$ cat config.mk
export PLATFORM = sky130hd
export DESIGN_NAME = pulse_count_accumulator
export DESIGN_NICKNAME = d
export VERILOG_FILES = /design/src/verilog/pulse_front.sv /design/src/verilog/pulse_count_accumulator.sv
export SDC_FILE = /design/constraint.sdc
export NUM_CORES = 2
export LEC_CHECK = 0
export BUFFER_PORTS_ARGS = -buffer_cell sky130_fd_sc_hd__buf_2
export CORE_MARGIN = 4
export CORE_UTILIZATION = 40
export CTS_BUF_LIST = sky130_fd_sc_hd__clkbuf_16
export CTS_CLUSTER_DIAMETER = 50
export DETAILED_ROUTE_END_ITERATION = 16
export GPL_TIMING_DRIVEN = 0
export PLACE_DENSITY_LB_ADDON = 0.1
export SLEW_MARGIN = 20
export SYNTH_ARGS = -nofsm -noshare
export SYNTH_HDL_FRONTEND = slang
export SYNTH_SLANG_ARGS = --single-unit
export TNS_END_PERCENT = 30
$ cat constraint.sdc
create_clock -name clk -period 32.8 [get_ports clk]
set_input_delay 1.64 -clock clk [delete_from_list [all_inputs] [get_ports clk]]
set_output_delay 1.64 -clock clk [all_outputs]
set_load 0.005 [all_outputs]
$ cat src/verilog/pulse_front.sv
// constants package and the per-channel input conditioning module
`timescale 1ns/100ps
`default_nettype none

package pca_pkg;
  localparam int NUM_CH = 4;
  localparam int CFG_W = 8;
  localparam int CLK_HZ = 250_000_000;
  localparam int CLK_PER_US = CLK_HZ / 1_000_000;
  localparam int TICK_MS = 100;
  localparam int TICK_CYC = TICK_MS * (CLK_HZ / 1000);
  localparam int CLOSE_US = 3000;
  localparam int CLOSE_CYC = CLOSE_US * CLK_PER_US;
  localparam int OPEN_US = 4000;
  localparam int OPEN_CYC = OPEN_US * CLK_PER_US;
  localparam logic [7:0] CNT8_MAX = 8'hFF;
  localparam logic [15:0] ACC_MAX = 16'hFFFF;
  localparam logic [7:0] CODE_RADIX = 8'h0A;
  localparam logic [1:0] OPT_NONE = 2'h0;
  localparam logic [1:0] OPT_DISCARD = 2'h1;
  localparam logic [1:0] OPT_FREQ = 2'h2;
  typedef enum logic [2:0] {IN_HF, IN_AC, IN_SW, IN_HF16, IN_AC16} in_type_t;
endpackage

module pulse_front #(
  parameter int CLOSE_CYC = pca_pkg::CLOSE_CYC,
  parameter int OPEN_CYC = pca_pkg::OPEN_CYC
) (
  input wire logic clk,
  input wire logic rstn,
  input wire pca_pkg::in_type_t in_type,
  input wire logic above_high,
  input wire logic below_low,
  input wire logic ac_level,
  input wire logic sw_closed,
  output logic count_pulse
);
  typedef enum logic [1:0] {SW_OPEN, SW_CLOSING, SW_CLOSED, SW_OPENING}
    sw_state_t;

  sw_state_t sw_q;
  sw_state_t sw_d;
  logic [31:0] timer_q;
  logic [31:0] timer_d;
  logic hf_armed_q;
  logic ac_prev_q;
  logic sw_hit;
  logic is_hf;
  logic is_ac;
  logic hf_hit;
  logic ac_hit;

  // a one-cycle closure time would count on the first sample in SW_CLOSING
  if (CLOSE_CYC < 2 || OPEN_CYC < 1)
  begin : g_bad_param
    $error("pulse_front: switch timing counts too small");
  end

  assign is_hf = (in_type == pca_pkg::IN_HF) || (in_type == pca_pkg::IN_HF16);
  assign is_ac = (in_type == pca_pkg::IN_AC) || (in_type == pca_pkg::IN_AC16);
  // a count needs a pass below the low level, then above the high level
  assign hf_hit = is_hf && hf_armed_q && above_high;
  assign ac_hit = is_ac && ac_level && !ac_prev_q;
  assign sw_hit = (sw_q == SW_CLOSING) && sw_closed &&
                  (timer_q == 32'(CLOSE_CYC - 1));

  // closure must last the close time; reopening needs the open time, so
  // short open bounces return to the closed state without a count
  always_comb
  begin
    sw_d = sw_q;
    timer_d = timer_q + 32'h1;
    case (sw_q)
      SW_OPEN:
      begin
        timer_d = 32'h0;
        if (sw_closed)
          sw_d = SW_CLOSING;
      end
      SW_CLOSING:
      begin
        if (!sw_closed)
          sw_d = SW_OPEN;
        else if (sw_hit)
          sw_d = SW_CLOSED;
      end
      SW_CLOSED:
      begin
        timer_d = 32'h0;
        if (!sw_closed)
          sw_d = SW_OPENING;
      end
      default:
      begin
        if (sw_closed)
          sw_d = SW_CLOSED;
        else if (timer_q == 32'(OPEN_CYC - 1))
          sw_d = SW_OPEN;
      end
    endcase
    if (in_type != pca_pkg::IN_SW)
      sw_d = SW_OPEN;
  end

  // sampled every clock, so pulses down to one period are seen
  always_ff @(posedge clk)
  begin
    if (!rstn)
    begin
      sw_q <= SW_OPEN;
      timer_q <= 32'h0;
      hf_armed_q <= 1'b0;
      ac_prev_q <= 1'b0;
      count_pulse <= 1'b0;
    end
    else
    begin
      sw_q <= sw_d;
      timer_q <= timer_d;
      hf_armed_q <= below_low || (hf_armed_q && !above_high);
      ac_prev_q <= ac_level;
      count_pulse <= hf_hit || ac_hit || sw_hit;
    end
  end

  chk_sw_close_time: assert property (
    @(posedge clk) disable iff (!rstn)
    sw_hit |-> $past(sw_q) == SW_CLOSING)
    else $error("switch count without a full closure");
  chk_hf_threshold: assert property (
    @(posedge clk) disable iff (!rstn)
    hf_hit |-> $past(hf_armed_q) || $past(below_low))
    else $error("high frequency count without low crossing");
endmodule // pulse_front

`default_nettype wire

$ cat src/verilog/pulse_count_accumulator.sv
// four-channel pulse counter with accumulators, buffers and scaling
// How it works
// - high-frequency count on a rise from below low to above high
// - high-frequency inputs are sampled every clock, catching narrow pulses
// - switch closure counts after 3 ms closed; 4 ms open rearms
// - four input channels, each with its own eight-bit counter
// - eight-bit counters stop at 255 within one tick interval
// - sixteen-bit mode chains channel 0 or 2 with its partner
// - pairs are independent: two wide, or one wide and two narrow
// - each 0.1 s tick adds counters into accumulators and clears them
// - table start copies accumulator into buffer and clears it
// - pulse instruction scales buffer by multiplier plus offset
// - the buffer is replaced, never summed, on each table start
// - discard option keeps old buffer when an execution was skipped
// - frequency option divides count by the interval in seconds
// - a time change restarts the tick interval, keeping all counts
// - configuration ones digit selects the input type
// - configuration tens digit selects discard and frequency options
`timescale 1ns/100ps
`default_nettype none

module pulse_count_accumulator #(
  parameter int TICK_CYC = pca_pkg::TICK_CYC,
  parameter int CLOSE_CYC = pca_pkg::CLOSE_CYC,
  parameter int OPEN_CYC = pca_pkg::OPEN_CYC
) (
  input wire logic clk,
  input wire logic rstn,
  input wire logic [3:0] above_high,
  input wire logic [3:0] below_low,
  input wire logic [3:0] ac_level,
  input wire logic [3:0] sw_closed,
  input wire logic [31:0] cfg_code,
  input wire logic table_start,
  input wire logic table_skipped,
  input wire logic time_changed,
  input wire logic instr_exec,
  input wire logic [1:0] instr_ch,
  input wire logic signed [15:0] multiplier,
  input wire logic signed [31:0] offset,
  input wire logic [15:0] interval_s,
  output logic signed [31:0] result,
  output logic result_valid,
  output logic [1:0] result_ch,
  output logic [3:0] chan_unavail,
  output logic tick
);
  localparam int N = pca_pkg::NUM_CH;

  if (TICK_CYC < 2 || CLOSE_CYC < 2 || OPEN_CYC < 1)
  begin : g_bad_param
    $error("pulse_count_accumulator: timing counts too small");
  end

  function automatic logic [7:0] sat8(input logic [7:0] a,
                                      input logic inc);
    sat8 = (a == pca_pkg::CNT8_MAX) ? a : a + {7'h0, inc};
  endfunction

  function automatic logic [15:0] sat16(input logic [15:0] a,
                                        input logic [15:0] b);
    logic [16:0] s;
    s = {1'b0, a} + {1'b0, b};
    sat16 = s[16] ? pca_pkg::ACC_MAX : s[15:0];
  endfunction

  function automatic pca_pkg::in_type_t dec_type(input logic [7:0] code);
    logic [7:0] t;
    t = code % pca_pkg::CODE_RADIX;
    case (t)
      8'h01: dec_type = pca_pkg::IN_AC;
      8'h02: dec_type = pca_pkg::IN_SW;
      8'h03: dec_type = pca_pkg::IN_HF16;
      8'h04: dec_type = pca_pkg::IN_AC16;
      default: dec_type = pca_pkg::IN_HF;
    endcase
  endfunction

  function automatic logic [1:0] dec_opt(input logic [7:0] code);
    logic [7:0] t;
    t = code / pca_pkg::CODE_RADIX;
    if (t == 8'h01)
      dec_opt = pca_pkg::OPT_DISCARD;
    else if (t == 8'h02)
      dec_opt = pca_pkg::OPT_FREQ;
    else
      dec_opt = pca_pkg::OPT_NONE;
  endfunction

  pca_pkg::in_type_t ch_type [N];
  logic [1:0] ch_opt [N];
  logic [N-1:0] ev;
  logic [N-1:0] ev_raw;
  logic [1:0] pair16;
  logic [N-1:0] discard;
  logic [7:0] cnt_q [N];
  logic [7:0] cnt_d [N];
  logic [15:0] add [N];
  logic [15:0] acc_q [N];
  logic [15:0] acc_d [N];
  logic [15:0] buf_q [N];
  logic [15:0] buf_d [N];
  logic [31:0] tick_cnt_q;
  logic tick_now;
  logic [15:0] sel_buf;
  logic [15:0] div_by;
  logic [15:0] sel_val;
  logic signed [33:0] scaled;
  logic [3:0] unavail_d;

  // configuration decode and input conditioning per channel
  for (genvar c = 0; c < N; c++)
  begin : g_ch
    assign ch_type[c] = dec_type(cfg_code[c*8 +: 8]);
    assign ch_opt[c] = dec_opt(cfg_code[c*8 +: 8]);
    assign discard[c] = ch_opt[c] != pca_pkg::OPT_NONE;
    pulse_front #(
      .CLOSE_CYC(CLOSE_CYC),
      .OPEN_CYC(OPEN_CYC)
    ) u_front (
      .clk(clk),
      .rstn(rstn),
      .in_type(ch_type[c]),
      .above_high(above_high[c]),
      .below_low(below_low[c]),
      .ac_level(ac_level[c]),
      .sw_closed(sw_closed[c]),
      .count_pulse(ev_raw[c])
    );
  end

  chk_type_decode: assert property (
    @(posedge clk) disable iff (!rstn)
    cfg_code[15:8] == 8'h02 |-> ch_type[1] == pca_pkg::IN_SW)
    else $error("switch closure code not decoded");
  chk_opt_decode: assert property (
    @(posedge clk) disable iff (!rstn)
    cfg_code[7:0] == 8'h14 |->
    ch_type[0] == pca_pkg::IN_HF && ch_opt[0] == pca_pkg::OPT_FREQ)
    else $error("frequency option code not decoded");

  // a wide channel lives on the even-numbered input of each pair
  assign pair16[0] = (ch_type[0] == pca_pkg::IN_HF16) ||
                     (ch_type[0] == pca_pkg::IN_AC16);
  assign pair16[1] = (ch_type[2] == pca_pkg::IN_HF16) ||
                     (ch_type[2] == pca_pkg::IN_AC16);
  assign ev = ev_raw & ~{pair16[1], 1'b0, pair16[0], 1'b0};
  assign unavail_d = {pair16[1], 1'b0, pair16[0], 1'b0};

  chk_wide_unavail: assert property (
    @(posedge clk) disable iff (!rstn)
    pair16[1] |=> chan_unavail[3] && !chan_unavail[2] && !chan_unavail[0])
    else $error("second wide pair not reported");

  // tick interval; a time change restarts it, counters keep their pulses
  assign tick_now = (tick_cnt_q == 32'(TICK_CYC - 1));

  always_ff @(posedge clk)
  begin
    if (!rstn || time_changed)
      tick_cnt_q <= 32'h0;
    else if (tick_now)
      tick_cnt_q <= 32'h0;
    else
      tick_cnt_q <= tick_cnt_q + 32'h1;
  end

  chk_tick_output: assert property (
    @(posedge clk) disable iff (!rstn)
    tick_now |=> tick ##1 !tick)
    else $error("tick output not a single pulse");

  // counters, chained in pairs when a wide channel is selected
  always_comb
  begin
    logic [15:0] comb;
    logic [15:0] nxt;
    comb = 16'h0;
    nxt = 16'h0;
    for (int p = 0; p < 2; p++)
    begin
      if (pair16[p])
      begin
        comb = {cnt_q[2*p+1], cnt_q[2*p]};
        nxt = tick_now ? {15'h0, ev[2*p]} :
              sat16(comb, {15'h0, ev[2*p]});
        add[2*p] = tick_now ? comb : 16'h0;
        add[2*p+1] = 16'h0;
        cnt_d[2*p] = nxt[7:0];
        cnt_d[2*p+1] = nxt[15:8];
      end
      else
      begin
        for (int k = 0; k < 2; k++)
        begin
          add[2*p+k] = tick_now ? {8'h0, cnt_q[2*p+k]} : 16'h0;
          cnt_d[2*p+k] = tick_now ? {7'h0, ev[2*p+k]} :
                         sat8(cnt_q[2*p+k], ev[2*p+k]);
        end
      end
    end
  end

  chk_pair_count: assert property (
    @(posedge clk) disable iff (!rstn)
    pair16[0] && !tick_now && ev[0] &&
    {cnt_q[1], cnt_q[0]} != pca_pkg::ACC_MAX |=>
    {cnt_q[1], cnt_q[0]} == $past({cnt_q[1], cnt_q[0]}) + 16'h1)
    else $error("wide counter missed a pulse");
  chk_pair_ignores: assert property (
    @(posedge clk) disable iff (!rstn)
    pair16[0] && !tick_now && !ev[0] && ev_raw[1] |=>
    $stable({cnt_q[1], cnt_q[0]}))
    else $error("partner input changed the wide counter");
  chk_cnt8_count: assert property (
    @(posedge clk) disable iff (!rstn)
    !pair16[1] && !tick_now && ev[3] && cnt_q[3] != pca_pkg::CNT8_MAX |=>
    cnt_q[3] == $past(cnt_q[3]) + 8'h1)
    else $error("eight-bit counter missed a pulse");

  // accumulators and holding buffers
  always_comb
  begin
    for (int c = 0; c < N; c++)
    begin
      acc_d[c] = table_start ? add[c] :
                 sat16(acc_q[c], add[c]);
      if (table_start && !(discard[c] && table_skipped))
        buf_d[c] = acc_q[c];
      else
        buf_d[c] = buf_q[c];
    end
  end

  always_ff @(posedge clk)
  begin
    for (int c = 0; c < N; c++)
    begin
      if (!rstn)
      begin
        cnt_q[c] <= 8'h0;
        acc_q[c] <= 16'h0;
        buf_q[c] <= 16'h0;
      end
      else
      begin
        cnt_q[c] <= cnt_d[c];
        acc_q[c] <= acc_d[c];
        buf_q[c] <= buf_d[c];
      end
    end
  end

  // scaling of the held count for the selected channel
  assign sel_buf = buf_q[instr_ch];
  assign div_by = (interval_s == 16'h0) ? 16'h1 : interval_s;
  assign sel_val = (ch_opt[instr_ch] == pca_pkg::OPT_FREQ) ?
                   sel_buf / div_by : sel_buf;
  assign scaled = 34'(signed'({1'b0, sel_val}) * multiplier) +
                  34'(offset);

  always_ff @(posedge clk)
  begin
    if (!rstn)
    begin
      result <= 32'sh0;
      result_valid <= 1'b0;
      result_ch <= 2'h0;
      chan_unavail <= 4'h0;
      tick <= 1'b0;
    end
    else
    begin
      if (instr_exec)
      begin
        result <= scaled[31:0];
        result_ch <= instr_ch;
      end
      result_valid <= instr_exec;
      chan_unavail <= unavail_d;
      tick <= tick_now;
    end
  end

  chk_tick_clears_cnt: assert property (
    @(posedge clk) disable iff (!rstn)
    tick_now && !pair16[0] |=> cnt_q[0] == {7'h0, $past(ev[0])})
    else $error("counter not cleared on tick");
  chk_tick_adds_acc: assert property (
    @(posedge clk) disable iff (!rstn)
    tick_now && !table_start && !pair16[0] |=>
    acc_q[0] == sat16($past(acc_q[0]), {8'h0, $past(cnt_q[0])}))
    else $error("accumulator missed tick transfer");
  chk_start_copies: assert property (
    @(posedge clk) disable iff (!rstn)
    table_start && !(discard[1] && table_skipped) |=>
    buf_q[1] == $past(acc_q[1]))
    else $error("buffer not loaded at table start");
  chk_start_zeroes: assert property (
    @(posedge clk) disable iff (!rstn)
    table_start && !tick_now |=> acc_q[2] == 16'h0)
    else $error("accumulator not cleared at table start");
  chk_discard_hold: assert property (
    @(posedge clk) disable iff (!rstn)
    table_start && table_skipped && discard[0] |=> $stable(buf_q[0]))
    else $error("discarded interval replaced the buffer");
  chk_acc_saturate: assert property (
    @(posedge clk) disable iff (!rstn)
    acc_q[3] == pca_pkg::ACC_MAX && !table_start |=>
    acc_q[3] == pca_pkg::ACC_MAX)
    else $error("accumulator wrapped");
  chk_cnt8_saturate: assert property (
    @(posedge clk) disable iff (!rstn)
    cnt_q[3] == pca_pkg::CNT8_MAX && !tick_now && !pair16[1] |=>
    cnt_q[3] == pca_pkg::CNT8_MAX)
    else $error("eight-bit counter wrapped");
  chk_pair_unavail: assert property (
    @(posedge clk) disable iff (!rstn)
    pair16[0] |=> chan_unavail[1] && acc_q[1] == 16'h0 ##0
    $past(pair16[0]))
    else $error("partner channel still in use");
  chk_time_restart: assert property (
    @(posedge clk) disable iff (!rstn)
    time_changed |=> tick_cnt_q == 32'h0 ##1 !tick_now)
    else $error("tick interval not restarted");
  chk_result_strobe: assert property (
    @(posedge clk) disable iff (!rstn)
    instr_exec |=> result_valid && result_ch == $past(instr_ch))
    else $error("result not presented after instruction");
  chk_result_value: assert property (
    @(posedge clk) disable iff (!rstn)
    instr_exec && ch_opt[instr_ch] != pca_pkg::OPT_FREQ |=>
    result == 32'(signed'({16'h0, $past(buf_q[instr_ch])}) *
    $past(multiplier) + $past(offset)))
    else $error("result differs from count times multiplier plus offset");
  chk_freq_value: assert property (
    @(posedge clk) disable iff (!rstn)
    ch_opt[instr_ch] == pca_pkg::OPT_FREQ && interval_s != 16'h0 |->
    32'(sel_val) * 32'(interval_s) <= 32'(sel_buf) &&
    32'(sel_buf) < (32'(sel_val) + 32'h1) * 32'(interval_s))
    else $error("frequency is not count over interval");
  chk_result_hold: assert property (
    @(posedge clk) disable iff (!rstn)
    !instr_exec |=> !result_valid && $stable(result))
    else $error("result changed without an instruction");
endmodule // pulse_count_accumulator

`default_nettype wire

==> results_dict.tcl <==
set metrics [dict create \
    status "finished with violations" \
    violations "negative setup slack" \
    cpPeakStageDelay_ns 0.54 \
    finalClockSkew_ns 0.0187 \
    place_congestion 0.862 \
    design_area_um2 45500 \
    cts_tree "yes" \
    crit_buf_inv 20 \
    drc 0 \
    area_growth_pct 21.5 \
    die-area_um2 98600 \
    grt_pass1_wl_mm 182 \
    grt_max_degree 22 \
    root_buffer "clkbuf_16" \
    die_y_um 314 \
    required_ns 33.38 \
    dr.pass1.iters 6 \
    crit-reg2reg-launch "buf_q[0][15]" \
    fmax_ghz 0.0305 \
    hold_depth 1 \
    fillers 8990 \
    synthTopCellsByCount "nor2_1 (422), nand2_1 (399), inv_1 (386)" \
    period_needed_ns 32.83 \
    layout.nets 5545 \
    drive_above_1_share_pct 18.6 \
    io-pin-count 160 \
    hold_end "g_ch[2].u_front.timer_q[0]" \
    synth-edff-count 64 \
    worst_pin_slew_ns 1.16 \
    clock_path_buffers 3 \
    via_per_inst 5.39 \
    core-area_um2 92200 \
    synth_top_flop_cell "dfxtp_1" \
    rows 111 \
    p_leak_nw 19.7 \
    post_synth.cell_area_avg_um2 8.37 \
    cp_common_cell "ha_4" \
    first_global_vias 32687 \
    yosys-top-cells-area "dfxtp_1 (17%), fa_1 (12%), ha_1 (10%), edfxtp_1 (5.1%), nor2_1 (4.2%)" \
    start_util_pct 40.6 \
    drtAntennaViolNets 0 \
    synthCells 4474 \
    synth.ff_latch_count 378 \
    finish.utilization_pct 49.3 \
    cp_slowest_cell "or4_4" \
    hold_buffers 0 \
    multi_input_area_um2 28800 \
    via_count 33349 \
    hold_class "flop to flop" \
    grt_usage_pct 23.1 \
    yosysTopAreaCell "dfxtp_1" \
    vdd_drop_max_v 0.0000981 \
    totalNegativeSetupSlack_ns -0.0299 \
    final-setup-viol-count 1 \
    drt_iter0_drc 1992 \
    yosys_warnings 0 \
    dieWidth_um 314 \
    reg2reg_depth 149 \
    synth_cell_type_count 105 \
    maxSlewViolCount 0 \
    totalWireLength_mm 116 \
    synthArstFlopShare_pct 0 \
    worstPathArrival_ns 33.40 \
    hold_viol_final 0 \
    path_class "input port to flop" \
    hold_start "g_ch[2].u_front.timer_q[0]" \
    start_kind "input port" \
    yosys.area.top_type_share_pct 16.8 \
    reg2reg_to "result[30]" \
    power.density_nw_per_um2 59.9 \
    clkTransAtPathRegs_ns 0.05 \
    worst-path-max-fanout 8 \
    cts_buffers 58 \
    hold_ws_ns 0.448 \
    final.period_utilization_pct 100 \
    hpwlAfterDp_mm 88.9 \
    antenna_found_initial 6 \
    routedWlPerCell_um 18.8 \
    clock_latency_ns 0.64 \
    maxSlewHeadroom_pct 23.0 \
    worst_slack_ns -0.0299 \
    io_buffers 141 \
    grt_remaining_overflow 0 \
    critPathTopFamily "compound AO/OA/AOI/OAI gates" \
    r2r_slack_ns 1.25 \
    grt_setup_unrepaired "true" \
    crit_path_end_kind "flop" \
    cts-htree-levels 2 \
    cap_violations 0 \
    register_area_um2 8210 \
    place_area_um2 40000 \
    cts.sinks 378 \
    synth-seq-area-share_pct 21.9 \
    synth_area_um2 37400 \
    synth_most_common_cell "nor2_1" \
]
layout by cell type, fill, tap and decap left out, types with 45 or more instances in the layout:
master and count:
clkbuf_16 59, edfxtp_1 64, nand2b_1 46, o21a_1 45, o21ai_0 129, nand3_1 135
nand2_1 387, nor3_1 83, fa_1 226, xor2_1 155, a21oi_1 206, clkbuf_1 101
nand4_1 47, inv_1 385, dfxtp_1 314, mux2i_1 46, a21o_1 81, xnor2_1 160
nor2b_1 48, buf_2 171, and3_1 85, buf_4 210, ha_1 262, nor2_1 410
and2_1 198
power by group:
group / switching, mW / internal (mW) / total (mW) / leakage (nW)
clock: 0.247 / 0.383 / 0.630 / 0.962
sequential: 0.0143 / 0.499 / 0.513 / 3.25
combinational: 0.879 / 0.706 / 1.58 / 15.5
worst register-to-register path: cells and delay by family (launching register included):
kind | cells | cell delay, ns
muxes | 6 | 2.06
DFF | 1 | 0.37
adders and majority gates | 22 | 7.48
xor gates and xnor gates | 1 | 0.16
buffers and inverters | 16 | 2.03
and+or+nand+nor | 33 | 5.63
AOI/OAI and AO/OA | 71 | 13.76
layer usage:
layer / part of all wire [%] / GRT usage [%] / vias to the layer above / routed length (um)
met4: 2.4 / 5.74 / 4 / 2730
met5: 0.028 / 0 / - / 32
met1: 46 / 31.4 / 16110 / 53000
met3: 4.4 / 2.47 / 163 / 5090
met2: 48 / 39.4 / 678 / 55200
li1: - / - / 16394 / -
registers in the layout, indices dropped and copies added, names as in the netlist, named ones only:
signal,cells
acc_q,64
buf_q,64
chan_unavail,2
cnt_q,32
g_ch.u_front.ac_prev_q,4
g_ch.u_front.count_pulse,4
g_ch.u_front.hf_armed_q,4
g_ch.u_front.sw_q,4
g_ch.u_front.timer_q,128
result,32
result_ch,2
result_valid,1
tick,1
tick_cnt_q,32
cells by family (layout without fill, tap and decap cells):
group | count (synthesis) | count (layout) | synth area share [%]
fa+ha+maj | 538 | 538 | 22.6
flops | 378 | 378 | 21.9
other cells | 1 | 6 | 0.0100
compound gates | 862 | 863 | 15.3
simple gates | 1699 | 1699 | 22.9
mux | 107 | 107 | 3.70
xor+xnor | 317 | 317 | 7.41
buf+inv | 572 | 1033 | 6.17
how the worst max path moves through the flow:
stage                    from    endpoint  slack [ns]  depth (start not counted)
4_1_cts        interval_s[13]  result[30]        0.02                        156
5_1_grt        interval_s[11]  result[30]       -1.23                        156
3_3_place_gp   interval_s[12]  result[30]       -6.78                        148
3_5_place_dp   interval_s[12]  result[30]       -6.65                        149
6_report       interval_s[11]  result[30]       -0.03                        154
2_1_floorplan   interval_s[7]  result[30]        0.02                        152
layout make-up:
cell class | instances | share of cell area (%)
Antenna cell | 4 | 0.0220
Inverter | 390 | 3.25
Multi-Input combinational cell | 3526 | 63.3
Buffer | 176 | 2.19
Tap cell | 1243 | 3.42
Clock buffer | 58 | 3.19
Timing Repair Buffer | 360 | 5.43
Sequential cell | 378 | 18.0
Clock inverter | 49 | 1.16
metrics by stage:
step	instances	total power, mW	setup WS, ns
after floorplan	4475	1.56	0.0242
after global placement	5859	1.87	-6.78
after detailed placement	5864	1.87	-6.65
after CTS	6112	2.60	0.0161
after global routing	6181	2.95	-1.23
final	6184	2.73	-0.0299
what timing repair did:
action,in CTS,in global routing
gates resized for setup,196,194
cloned,2,0
pin swaps,109,176
buffers inserted,144,70
setup endpoints to repair,32,28
Power figures use the tool's default switching activity.
